`src/rtl/ebp_pkg.sv`:
```
// Purpose: constants for the per-channel pattern test control block
// Assumes: 32-bit AXI4-Lite, byte address = register index * 4
// Notes:   one channel; reserved loop-code registers read as zero
//
// Summary of operation
// - generator and checker direction comes from swap bit 3 of its own register.
// - read-only lock flag at bit 4, reset 0, high while checker synced.
// - swap off: receive-side checker drives the lock flag once synchronized.
// - checker on, swap off: check line receive data, flag lock on match.
// - checker on, swap on: check transmit backplane data, flag lock on match.
// - generator on, swap off: send pattern to line; clearing bit stops it.
// - generator on, swap on: send pattern on receive backplane instead.
// - receive framer bypass control at bit 1, reset 0.
// - transmit framer bypass control at bit 0, reset 0.
// - type bit 7: 0 selects fifteen-stage sequence, 1 quasi-random signal.
// - 0-to-1 of inject bit 6 flips one generated bit, only while generating.
// - invert bit 5 inverts generated data and checker input data.
package ebp_pkg;

   // register indices; byte address is four times the index
   localparam logic [7:0] IDX_SWAP = 8'h21;
   localparam logic [7:0] IDX_PAT  = 8'h23;
   localparam logic [7:0] IDX_LCC  = 8'h24;
   localparam logic [7:0] IDX_TLC  = 8'h25;
   localparam logic [7:0] IDX_RLA  = 8'h26;
   localparam logic [7:0] IDX_RLD  = 8'h27;
   localparam logic [7:0] IDX_DDE  = 8'h28;
   localparam logic [7:0] IDX_IST  = 8'h40;
   localparam logic [7:0] IDX_IMK  = 8'h41;

   // field positions
   localparam int B_SWAP   = 3;
   localparam int B_TYPE   = 7;
   localparam int B_INJ    = 6;
   localparam int B_INV    = 5;
   localparam int B_LOCK   = 4;
   localparam int B_CHK    = 3;
   localparam int B_GEN    = 2;
   localparam int B_RXBYP  = 1;
   localparam int B_TXBYP  = 0;
   localparam int B_DEFECT_DETECT_ON = 7;
   localparam int B_EV_UP  = 0;
   localparam int B_EV_DN  = 1;

   // reset values
   localparam logic [7:0] PAT_RST  = 8'h00;
   localparam logic [7:0] SWAP_RST = 8'h00;
   localparam logic [7:0] DDE_RST  = 8'h80;
   localparam logic [1:0] IRQ_RST  = 2'h0;

   // lock detector: matches to gain lock, errors to lose it
   localparam logic [5:0] LOCK_RUN    = 6'h28;
   localparam logic [2:0] UNLOCK_ERRS = 3'h4;

   // pattern engine
   localparam int          LFSR_W    = 20;
   localparam logic [19:0] LFSR_SEED = 20'h00001;
   localparam int          P15_TAP_A = 14;
   localparam int          P15_TAP_B = 13;
   localparam int          QRS_TAP_A = 19;
   localparam int          QRS_TAP_B = 16;

   // bus answers
   localparam logic [1:0] RESP_OKAY   = 2'h0;
   localparam logic [1:0] RESP_SLVERR = 2'h2;
   localparam int         ADDR_W      = 12;

   // register index from a byte address
   function automatic logic [7:0] ebp_idx(input logic [ADDR_W-1:0] a);
      return a[9:2];
   endfunction : ebp_idx

   // true for an address that lands on a register
   function automatic logic ebp_mapped(input logic [ADDR_W-1:0] a);
      logic [7:0] i;
      i = a[9:2];
      return (a[11:10] == 2'h0) &&
             ((i == IDX_SWAP) || ((i >= IDX_PAT) && (i <= IDX_DDE)) ||
              (i == IDX_IST) || (i == IDX_IMK));
   endfunction : ebp_mapped

endpackage : ebp_pkg
```
`src/rtl/ebp_bert_ctrl.sv`:
```
// Purpose: pattern test control/status with AXI4-Lite registers
// Assumes: bit strobes synchronous to aclk, one bit per strobe
// Notes:   one generator and one checker, steered by the swap bit
`timescale 1ns/1ps
`default_nettype none
module ebp_bert_ctrl
   import ebp_pkg::*;
(
   // clock and reset
   input  wire logic              aclk,
   input  wire logic              aresetn,
   // axi4-lite write address
   input  wire logic [ADDR_W-1:0] awaddr,
   input  wire logic              awvalid,
   output logic                   awready,
   // axi4-lite write data
   input  wire logic [31:0]       wdata,
   input  wire logic [3:0]        wstrb,
   input  wire logic              wvalid,
   output logic                   wready,
   // axi4-lite write response
   output logic [1:0]             bresp,
   output logic                   bvalid,
   input  wire logic              bready,
   // axi4-lite read
   input  wire logic [ADDR_W-1:0] araddr,
   input  wire logic              arvalid,
   output logic                   arready,
   output logic [31:0]            rdata,
   output logic [1:0]             rresp,
   output logic                   rvalid,
   input  wire logic              rready,
   // transmit path: backplane in, line out
   input  wire logic              tx_bit_en,
   input  wire logic              tx_bp_data,
   output logic                   tx_line_data,
   // receive path: line in, backplane out
   input  wire logic              rx_bit_en,
   input  wire logic              rx_line_data,
   output logic                   rx_bp_data,
   // framer controls and interrupt
   output logic                   tx_framer_skip,
   output logic                   rx_framer_skip,
   output logic                   defect_detect_on,
   output logic                   irq
);

   // bus state
   logic              aw_have_q, aw_have_d;
   logic              w_have_q, w_have_d;
   logic [ADDR_W-1:0] waddr_q, waddr_d;
   logic [7:0]        wbyte_q, wbyte_d;
   logic              wlane_q, wlane_d;
   logic              bvalid_q, bvalid_d;
   logic [1:0]        bresp_q, bresp_d;
   logic              rvalid_q, rvalid_d;
   logic [1:0]        rresp_q, rresp_d;
   logic [31:0]       rdata_q, rdata_d;
   logic              wr_fire;
   logic [7:0]        wr_idx;

   // register state
   logic       swap_q, swap_d;
   logic       type_q, type_d;
   logic       inj_q, inj_d;
   logic       inv_q, inv_d;
   logic       chk_en_q, chk_en_d;
   logic       gen_en_q, gen_en_d;
   logic       rxbyp_q, rxbyp_d;
   logic       txbyp_q, txbyp_d;
   logic       defect_detect_on_q, defect_detect_on_d;
   logic [1:0] ist_q, ist_d;
   logic [1:0] imk_q, imk_d;
   logic       pend_q, pend_d;

   // datapath and lock state
   logic       tx_line_q, tx_line_d;
   logic       rx_bp_q, rx_bp_d;
   logic       lock_q, lock_d;
   logic [5:0] run_q, run_d;
   logic [2:0] errs_q, errs_d;

   // pattern engine signals
   logic gen_pred, chk_pred;
   logic gen_adv, chk_adv;
   logic gen_bit, chk_in;
   logic dir_chg;
   logic [1:0] ev;

   // handshake outputs are combinational from the holding flags
   assign awready = !aw_have_q && !bvalid_q;
   assign wready  = !w_have_q && !bvalid_q;
   assign arready = !rvalid_q;
   assign bvalid  = bvalid_q;
   assign bresp   = bresp_q;
   assign rvalid  = rvalid_q;
   assign rresp   = rresp_q;
   assign rdata   = rdata_q;

   // register write commits one cycle after both halves are held
   assign wr_fire = aw_have_q && w_have_q && !bvalid_q;
   assign wr_idx  = ebp_idx(waddr_q);

   // write channel: address and data taken in either order
   always_comb begin
      aw_have_d = aw_have_q;
      w_have_d  = w_have_q;
      waddr_d   = waddr_q;
      wbyte_d   = wbyte_q;
      wlane_d   = wlane_q;
      bvalid_d  = bvalid_q;
      bresp_d   = bresp_q;
      if (awvalid && awready) begin
         aw_have_d = 1'b1;
         waddr_d   = awaddr;
      end
      if (wvalid && wready) begin
         w_have_d = 1'b1;
         wbyte_d  = wdata[7:0];
         wlane_d  = wstrb[0];
      end
      if (wr_fire) begin
         aw_have_d = 1'b0;
         w_have_d  = 1'b0;
         bvalid_d  = 1'b1;
         bresp_d   = ebp_mapped(waddr_q) ? RESP_OKAY : RESP_SLVERR;
      end else if (bvalid_q && bready) begin
         bvalid_d = 1'b0;
      end
   end

   always_ff @(posedge aclk) begin
      if (!aresetn) begin
         aw_have_q <= 1'b0;
         w_have_q  <= 1'b0;
         waddr_q   <= '0;
         wbyte_q   <= 8'h00;
         wlane_q   <= 1'b0;
         bvalid_q  <= 1'b0;
         bresp_q   <= RESP_OKAY;
      end else begin
         aw_have_q <= aw_have_d;
         w_have_q  <= w_have_d;
         waddr_q   <= waddr_d;
         wbyte_q   <= wbyte_d;
         wlane_q   <= wlane_d;
         bvalid_q  <= bvalid_d;
         bresp_q   <= bresp_d;
      end
   end

   // read channel: answer one cycle after the address is taken
   always_comb begin
      rvalid_d = rvalid_q;
      rresp_d  = rresp_q;
      rdata_d  = rdata_q;
      if (arvalid && arready) begin
         rvalid_d = 1'b1;
         rresp_d  = ebp_mapped(araddr) ? RESP_OKAY : RESP_SLVERR;
         rdata_d  = 32'h00000000;
         case (ebp_idx(araddr))
            IDX_SWAP: rdata_d[B_SWAP] = swap_q;
            IDX_PAT:  rdata_d[7:0] = {type_q, inj_q, inv_q,
                                      lock_q,
                                      chk_en_q, gen_en_q,
                                      rxbyp_q, txbyp_q};
            IDX_DDE:  rdata_d[B_DEFECT_DETECT_ON] = defect_detect_on_q;
            IDX_IST:  rdata_d[1:0] = ist_q;
            IDX_IMK:  rdata_d[1:0] = imk_q;
            default:  rdata_d = 32'h00000000; // loop-code, unmapped
         endcase
         if (!ebp_mapped(araddr)) begin
            rdata_d = 32'h00000000;
         end
      end else if (rvalid_q && rready) begin
         rvalid_d = 1'b0;
      end
   end

   always_ff @(posedge aclk) begin
      if (!aresetn) begin
         rvalid_q <= 1'b0;
         rresp_q  <= RESP_OKAY;
         rdata_q  <= 32'h00000000;
      end else begin
         rvalid_q <= rvalid_d;
         rresp_q  <= rresp_d;
         rdata_q  <= rdata_d;
      end
   end

   // software registers; only byte lane 0 carries fields
   always_comb begin
      swap_d   = swap_q;
      type_d   = type_q;
      inj_d    = inj_q;
      inv_d    = inv_q;
      chk_en_d = chk_en_q;
      gen_en_d = gen_en_q;
      rxbyp_d  = rxbyp_q;
      txbyp_d  = txbyp_q;
      defect_detect_on_d = defect_detect_on_q;
      imk_d    = imk_q;
      ist_d    = ist_q;
      pend_d   = pend_q;
      if (wr_fire && wlane_q) begin
         case (wr_idx)
            IDX_SWAP: swap_d = wbyte_q[B_SWAP];
            IDX_PAT: begin
               type_d   = wbyte_q[B_TYPE];
               inj_d    = wbyte_q[B_INJ];
               inv_d    = wbyte_q[B_INV];
               chk_en_d = wbyte_q[B_CHK];
               gen_en_d = wbyte_q[B_GEN];
               rxbyp_d  = wbyte_q[B_RXBYP];
               txbyp_d  = wbyte_q[B_TXBYP];
            end
            IDX_DDE: defect_detect_on_d = wbyte_q[B_DEFECT_DETECT_ON];
            IDX_IMK: imk_d = wbyte_q[1:0];
            IDX_IST: ist_d = ist_q & ~wbyte_q[1:0];
            default: ist_d = ist_q; // reserved: writes dropped
         endcase
      end
      // an event in the clearing cycle stays set
      ist_d = ist_d | ev;
      // consumed by the next generated bit; a new edge re-arms it
      if (gen_adv) begin
         pend_d = 1'b0;
      end
      if (!inj_q && inj_d && gen_en_d) begin
         pend_d = 1'b1;
      end
      if (!gen_en_d) begin
         pend_d = 1'b0;
      end
   end

   always_ff @(posedge aclk) begin
      if (!aresetn) begin
         swap_q   <= SWAP_RST[B_SWAP];
         type_q   <= PAT_RST[B_TYPE];
         inj_q    <= PAT_RST[B_INJ];
         inv_q    <= PAT_RST[B_INV];
         chk_en_q <= PAT_RST[B_CHK];
         gen_en_q <= PAT_RST[B_GEN];
         rxbyp_q  <= PAT_RST[B_RXBYP];
         txbyp_q  <= PAT_RST[B_TXBYP];
         defect_detect_on_q <= DDE_RST[B_DEFECT_DETECT_ON];
         ist_q    <= IRQ_RST;
         imk_q    <= IRQ_RST;
         pend_q   <= 1'b0;
      end else begin
         swap_q   <= swap_d;
         type_q   <= type_d;
         inj_q    <= inj_d;
         inv_q    <= inv_d;
         chk_en_q <= chk_en_d;
         gen_en_q <= gen_en_d;
         rxbyp_q  <= rxbyp_d;
         txbyp_q  <= txbyp_d;
         defect_detect_on_q <= defect_detect_on_d;
         ist_q    <= ist_d;
         imk_q    <= imk_d;
         pend_q   <= pend_d;
      end
   end

   // direction steering: swap moves generator to rx, checker to tx
   assign gen_adv = gen_en_q && (swap_q ? rx_bit_en : tx_bit_en);
   assign chk_adv = chk_en_q && (swap_q ? tx_bit_en : rx_bit_en);
   assign chk_in  = (swap_q ? tx_bp_data : rx_line_data) ^ inv_q;
   assign gen_bit = gen_pred ^ inv_q ^ pend_q;
   assign dir_chg = swap_d != swap_q;

   ebp_pat_lfsr u_gen (
      .aclk      (aclk),
      .aresetn   (aresetn),
      .advance   (gen_adv),
      .qrts_sel  (type_q),
      .self_feed (1'b1),
      .in_bit    (1'b0),
      .pred_q    (gen_pred)
   );

   ebp_pat_lfsr u_chk (
      .aclk      (aclk),
      .aresetn   (aresetn),
      .advance   (chk_adv),
      .qrts_sel  (type_q),
      .self_feed (1'b0),
      .in_bit    (chk_in),
      .pred_q    (chk_pred)
   );

   // outputs pass framer data unless the generator owns that side
   always_comb begin
      tx_line_d = tx_line_q;
      rx_bp_d   = rx_bp_q;
      if (tx_bit_en) begin
         tx_line_d = (gen_en_q && !swap_q) ? gen_bit : tx_bp_data;
      end
      if (rx_bit_en) begin
         rx_bp_d = (gen_en_q && swap_q) ? gen_bit : rx_line_data;
      end
   end

   // lock needs a clean run; a few errors while locked drop it
   always_comb begin
      lock_d = lock_q;
      run_d  = run_q;
      errs_d = errs_q;
      if (!chk_en_q || dir_chg) begin
         lock_d = 1'b0; // the active checker restarts from scratch
         run_d  = 6'h00;
         errs_d = 3'h0;
      end else if (chk_adv) begin
         if (chk_in != chk_pred) begin
            run_d = 6'h00;
            if (lock_q) begin
               errs_d = errs_q + 3'h1;
               if (errs_d == UNLOCK_ERRS) begin
                  lock_d = 1'b0;
                  errs_d = 3'h0;
               end
            end
         end else begin
            run_d = (run_q == LOCK_RUN) ? run_q : run_q + 6'h01;
            if (run_d == LOCK_RUN) begin
               lock_d = 1'b1;
               errs_d = 3'h0;
            end
         end
      end
   end

   always_ff @(posedge aclk) begin
      if (!aresetn) begin
         tx_line_q <= 1'b0;
         rx_bp_q   <= 1'b0;
         lock_q    <= 1'b0;
         run_q     <= 6'h00;
         errs_q    <= 3'h0;
      end else begin
         tx_line_q <= tx_line_d;
         rx_bp_q   <= rx_bp_d;
         lock_q    <= lock_d;
         run_q     <= run_d;
         errs_q    <= errs_d;
      end
   end

   // lock gained and lost events feed the sticky status
   assign ev[B_EV_UP] = lock_d && !lock_q;
   assign ev[B_EV_DN] = !lock_d && lock_q;

   // outputs straight from their flops; irq gates sticky status with the mask
   assign tx_line_data     = tx_line_q;
   assign rx_bp_data       = rx_bp_q;
   assign tx_framer_skip   = txbyp_q;
   assign rx_framer_skip   = rxbyp_q;
   assign defect_detect_on = defect_detect_on_q;
   assign irq              = |(ist_q & imk_q);

endmodule : ebp_bert_ctrl
`default_nettype wire

```
`src/rtl/ebp_pat_lfsr.sv`:
```
// Purpose: shift-register pattern engine, used as generator or checker
// Assumes: advance is a one-cycle strobe per pattern bit
// Notes:   pred_q is always the next expected or emitted bit
`timescale 1ns/1ps
`default_nettype none
module ebp_pat_lfsr
   import ebp_pkg::*;
(
   // clock and reset
   input  wire logic aclk,
   input  wire logic aresetn,
   // control
   input  wire logic advance,
   input  wire logic qrts_sel,
   input  wire logic self_feed,
   // data
   input  wire logic in_bit,
   output var  logic pred_q
);

   logic [LFSR_W-1:0] sr_q;
   logic [LFSR_W-1:0] sr_d;
   logic              pred_d;

   // feedback tap pair chosen by pattern type
   function automatic logic fb(input logic [LFSR_W-1:0] s,
                               input logic q);
      return q ? (s[QRS_TAP_A] ^ s[QRS_TAP_B])
               : (s[P15_TAP_A] ^ s[P15_TAP_B]);
   endfunction : fb

   // checker mode shifts in in_bit (line or backplane data) so it self-synchronises
   always_comb begin
      sr_d   = sr_q;
      pred_d = pred_q;
      if (advance) begin
         sr_d = {sr_q[LFSR_W-2:0], self_feed ? pred_q : in_bit};
         if (self_feed && (sr_d == '0)) begin
            sr_d = LFSR_SEED; // escape the all-zero lock-up state
         end
         pred_d = fb(sr_d, qrts_sel);
      end
   end

   // seed predicts zero for either tap pair
   always_ff @(posedge aclk) begin
      if (!aresetn) begin
         sr_q   <= LFSR_SEED;
         pred_q <= 1'b0;
      end else begin
         sr_q   <= sr_d;
         pred_q <= pred_d;
      end
   end

endmodule : ebp_pat_lfsr
`default_nettype wire

```
`config.mk`:
```
export PLATFORM = sky130hd
export DESIGN_NAME = ebp_bert_ctrl
export DESIGN_NICKNAME = d
export VERILOG_FILES = /design/src/rtl/ebp_pkg.sv /design/src/rtl/ebp_bert_ctrl.sv /design/src/rtl/ebp_pat_lfsr.sv
export SDC_FILE = /design/constraint.sdc
export NUM_CORES = 1
export LEC_CHECK = 0
export ABC_AREA = 1
export BUFFER_PORTS_ARGS = -buffer_cell sky130_fd_sc_hd__clkbuf_2
export CORE_MARGIN = 10
export CORE_UTILIZATION = 40
export DETAILED_ROUTE_END_ITERATION = 12
export GPL_ROUTABILITY_DRIVEN = 0
export HOLD_SLACK_MARGIN = 0.02
export PLACE_DENSITY = 0.73
export SLEW_MARGIN = 15
export SYNTH_ARGS = -nofsm -noshare
export SYNTH_HDL_FRONTEND = slang
export SYNTH_SLANG_ARGS = --single-unit
```
`constraint.sdc`:
```
create_clock -name aclk -period 2.1 [get_ports aclk]
set_clock_uncertainty 0.05 [all_clocks]
set_input_delay 0.105 -clock aclk [delete_from_list [all_inputs] [get_ports aclk]]
set_output_delay 0.105 -clock aclk [all_outputs]
set_load 0.01 [all_outputs]
```
# Yosys cells after proc, flatten, opt, wreduce, memory -nomap -nowiden
# Index checks and enable logic that the tools add are counted.
[totals]
reg_bits = 127
in_bits = 71
[classes]
n_reduce_logical = 53
mux = 44
n_lt_le_gt_ge = 4
n_bitwise = 12
n_addsub = 2
eq_ne = 16
[ops]
columns = ["cell", "count"]
rows = [
  ["20-bit two-way mux", 3],
  ["8-bit by 6-bit == test with 1-bit output (second input constant)", 6],
  ["8-bit by 7-bit == test with 1-bit output (second input constant)", 4],
  ["1-bit two-way mux", 26],
  ["1-bit logical AND", 22],
  ["20-bit logical NOT", 1],
  ["8-bit by 6-bit greater-or-equal comparator with 1-bit output (second input constant)", 2],
  ["8-bit by 6-bit less-or-equal comparator with 1-bit output (second input constant)", 2],
  ["3-bit two-way mux", 5],
  ["6-bit == test (second input constant)", 2],
  ["6-bit two-way mux", 2],
  ["1-bit logical NOT", 9],
  ["2-bit two-way mux", 4],
  ["8-bit two-way mux", 1],
  ["2-bit AND reduction", 4],
  ["2-bit nonzero test", 4],
  ["1-bit logical OR", 7],
  ["1-bit XOR", 7],
  ["6-bit by 1-bit adder with 6-bit output (second input constant)", 1],
  ["2-bit case mux with 3 select lines", 1],
  ["2-bit OR reduction", 3],
  ["2-bit bitwise AND", 2],
  ["2-bit logical NOT", 2],
  ["1-bit case mux with 2 select lines", 2],
  ["8 further kinds", 9],
]

# Depth between registers and ports, before layout
[depth]
ltp_word = 10
depth_mapped = 14
mapped_depth_nobuf = 13

# By module
# Synthesis repeated with hierarchy kept, for this count alone.
[hier_totals]
cells_unflattened = 668
area_unflattened_um2 = 4748.3
[modules_own_cells]
columns = ["mod", "cells_per_inst", "seq_area_each_um2", "n_inst", "area_each_um2"]
rows = [
  ["ebp_bert_ctrl", 442, 1161.1, 1, 3139.3],
  ["ebp_pat_lfsr", 113, 400.4, 2, 804.5],
]

# Worst setup path after synthesis
# Ideal clock, no wire load.
[synth_path]
path_type = "reg-to-reg"
startpoint = "reg run_q[0]"
endpoint = "reg errs_q[0]"
path_buffers = 0
path_stages_with_launch = 13
setup_slack_ns = 0.555
arrival_ns = 1.385
t_required_ns = 1.940
setup_time_ns = 0.110
cell_sequence = "dfxtp_1 inv_1 ha_1 nand2_1 inv_1 nand3_1 nand2_1 nand2_1 nand4_1 nand2_2 nand3_1 nand3_1 inv_1"
[synth_between]
elab_chain_len = 5
elab_cells_between_ends = 6
[synth_rtl]
columns = ["element", "line", "source"]
rows = [
  ["start, declared", "ebp_bert_ctrl.sv:80", "logic [5:0] run_q, run_d;"],
  ["start signal, assigned", "ebp_bert_ctrl.sv:347", "run_q <= run_d;"],
  ["6-bit by 1-bit adder with 6-bit output or 6-bit == test (tied branches)", "ebp_bert_ctrl.sv:327", "run_d = (run_q == LOCK_RUN) ? run_q : run_q + 6'h01;"],
  ["6-bit two-way mux (*)", "ebp_bert_ctrl.sv:327", ""],
  ["6-bit == test (*)", "ebp_bert_ctrl.sv:328", "if (run_d == LOCK_RUN) begin"],
  ["2-bit nonzero test (no line) (*)", "--", ""],
  ["3-bit AND reduction (no line) (*)", "--", ""],
  ["end signal, assigned", "ebp_bert_ctrl.sv:348", "errs_q <= errs_d;"],
  ["end, declared", "ebp_bert_ctrl.sv:81", "logic [2:0] errs_q, errs_d;"],
]
# Mark *: on every way between the ends. The rest lies on a longest branch, timed or not.
# A chain may end at the register's enable or synchronous reset.

# Worst setup path after layout
# Same ends and word-level chain as after synthesis.

==> summary.txt <==
Timing
  • Period minus WS final: 1.80 ns
  • Fmax: 0.556 GHz
  • Count of endpoints failing hold in the final timing report: 0
  • Worst Max-Slew Pin Slew: 0.591 ns
  • Unrepaired setup endpoints after global routing: no
  • Portion of the clock cycle consumed by the worst path in the final layout: 85.6%
  • Slew headroom: 60.6%
  • Min setup slack post-route: 0.302 ns
  • Final number of max-transition violations: 0
  • Aggregate negative setup slack: 0 ns
  • Setup-violating endpoint count in the final report: 0

Job
  • Max Cap Violations: 0

Synthesis
  • Parity-gate share of the synthesized area counting xor and xnor cells: 1.15%
  • Number of library cell types mapped by synthesis: 42
  • Post-synthesis cell area: 4580 um2
  • Number of standard cells after synthesis: 626
  • Avg Synthesized Cell Area: 7.32 um2
  • Arithmetic-cell share of the synthesized area counting full adders, half adders and majority gates: 1.09%
  • Synthesis-stage register bit count: 98
  • Synthesized-area fraction occupied by ao, oa, aoi and oai cells: 15.8%
  • Number of warnings issued by yosys: 0
  • Synth Area in Simple Gates: 27.3%
  • Sequential fraction of the synthesis area: 42.8%
  • Multiplexer fraction of the synthesized cell area: 0%
  • Combinational family with the most area after synthesis: simple AND/OR/NAND/NOR gates

Global route
  • GR Util All Layers: 12.3%
  • Initial antenna violation count: 0
  • Wire length of the first global-routing pass: 17.0 mm
  • Total overflow reported by the global router: 0
  • Vias in the first global route: 3,692
  • Largest net degree at the start of global routing: 71

Drt
  • Routed wire length: 10.1 mm
  • Length of the first detailed-routing pass in iterations: 4
  • Avg WL per Cell: 12.0 um
  • Detailed-route via count: 4,073
  • Antenna-violating nets left: 0
  • Violation count after the first detailed-routing iteration: 254
  • Vias per inst: 4.80
  • Post-route DRC: 0

Power and ir drop
  • Pwr dens: 713 nW/um2
  • LEAKAGE: 2.35 nW
  • VDD IR-drop max: 466 uV

Setup path
  • Worst Path Max Fanout: 8
  • Crit path arrival time: 1.99 ns
  • Worst path required time: 2.29 ns
  • Crit Path Class: flip-flop to flip-flop
  • Endpoint class of the critical path: flip-flop
  • Critical Path Source Type: flip-flop

Final layout
  • Antenna fix cells: 0
  • Layout Nets: 775
  • Filler cell count: 1,124
  • Share of post-route cells with drive strength above 1: 16.7%
  • Synth-to-Final Area Change: 17.5%

Clock network
  • Worst-path clk slew: 0.07 ns
  • Buffer depth of the longest clock path: 2
  • CTS-repair resized insts: 0
  • Root buffer cell: clkbuf_16
  • Total number of clock tree sinks: 98
  • Maximum level of the CTS H-tree: 3
  • Clock latency reported for the late side of the worst-skew pair: 0.34 ns
  • Total clock buffers created by CTS: 9
  • Clock tree from TritonCTS: built

Floorplanning
  • Height of the die: 127 um
  • Standard cell core area: 11,300 um2
  • Number of top-level design ports: 118
  • Initial core utilization: 40.5%
  • Die Span X: 127 um
  • Die Area: 16,100 um2
  • # rows: 39

Placement
  • Port Buffer Count: 59
  • Minimum setup slack after placement: 0.348 ns
  • Hpwl dp: 7.33 mm

Worst hold path
  • Class of the most critical hold timing path: primary input to flip-flop

Outcome
  • Outcome: finished clean
[where the power goes]
| group | internal [mW] | switching [mW] |
|---|---|---|
| logic | 0.126 | 0.213 |
| registers | 1.90 | 0.0304 |
| clock network | 0.824 | 0.742 |
| total | 2.85 | 0.985 |
[per-stage QoR]
stage          cells  instance area (um2)  hold slack, ns  util (%)  total power, mW
2_1_floorplan    651                 4670           0.163         -             2.21
3_3_place_gp     811                 4890           0.302      43.2             2.28
3_5_place_dp     811                 4890           0.312      43.2             2.28
4_1_cts          848                 5380          0.0220      47.5             3.87
5_1_grt          848                 5380          0.0479      47.5             4.01
6_report         848                 5380          0.0290      47.5             3.84
[synth_stat cells (all sizes together)]
library cell	count	area share, %
nor3	12	1.9
xor2	4	0.76
o211ai	2	0.33
ha	4	1.1
o21ai	74	8.1
nand3	39	4.4
conb	1	0.082
clkinv	1	0.082
nand4	15	2.0
buf	37	5.8
a31oi	3	0.41
nand3b	1	0.44
a21oi	50	5.5
nor2	108	9.5
o21a	1	0.16
a22oi	2	0.33
clkbuf	11	0.90
o21bai	1	0.16
and3	1	0.14
xnor2	2	0.38
or2	1	0.14
a22o	1	0.19
nor4	4	0.55
inv	60	5.0
a221oi	1	0.19
dfxtp	98	43
a211oi	3	0.49
nand2	88	8.1
and2	1	0.14
[timing repair]
action,CTS,global route
hold buffers,21,0
endpoints found under the setup margin,0,0
buffers inserted,0,0
endpoints found under the hold margin,19,0
[registers in the layout, indices dropped and copies added, names as in the netlist, 2 cells and up]
name        cells
errs_q          3
imk_q           2
ist_q           2
rdata           8
run_q           6
u_chk.sr_q     19
u_gen.sr_q     19
waddr_q        10
wbyte_q         7
[metal layers]
metal,track usage [%],vias up,part of all wire [%]
met5,0,-,0
met4,2.95,0,0.90
met3,4.18,7,5.9
met2,19.2,81,44
met1,15.8,1821,49
li1,-,2164,-
[kinds of logic after synthesis]
group / after synthesis
XOR/XNOR: 6
AO/OA/AOI/OAI: 138
adder cells (fa/ha/maj): 4
buffers and inverters: 109
other: 1
AND/OR/NAND/NOR: 270
flip-flops: 98
[worst max-delay path: stages (launching register included)]
cell	delay, ns
dfxtp_1	0.47
inv_1	0.10
ha_1	0.20
nand2_1	0.06
inv_1	0.04
nand3_1	0.12
nand2_1	0.06
nand2_1	0.10
nand4_1	0.16
nand2_2	0.15
nand3_1	0.09
nand3_1	0.07
inv_1	0.04
[placed cells by master, fill, tap and decap left out, types with 3 or more instances in the layout]
master,count
nand4_1,15
conb_1,26
xor2_1,4
a211oi_1,3
nor3_1,8
buf_4,6
nor2_1,100
nand3_1,38
o21ai_0,73
nand2_1,76
clkbuf_16,9
ha_1,4
a21oi_1,50
dfxtp_1,98
clkbuf_2,59
inv_2,9
nand2_2,10
nor4_1,4
dlygate4sd3_1,21
inv_1,50
nor2_2,6
a31oi_1,3
nor3_2,3
[final cells by class]
type                       instances  area [um2]  area share (%)
clock buffer                       9         225            4.18
inverter                          61         231            4.30
sequential                        98        1960            36.4
multi-input combinational        444        2170            40.4
timing repair buffer              86         551            10.2
clock inverter                     7        60.1            1.12
tap                              143         179            3.32
[final timing paths]
| path | depth (start not counted) | to | start | slack (ns) |
|---|---|---|---|---|
| min | 3 | wbyte_q[3] | wdata[3] | 0.03 |
| max | 12 | errs_q[0] | run_q[0] | 0.30 |
| min reg2reg | 2 | rdata[6] | rdata[6] | 0.42 |
| max reg2reg | 12 | errs_q[0] | run_q[0] | 0.30 |
Power figures use the tool's default switching activity.
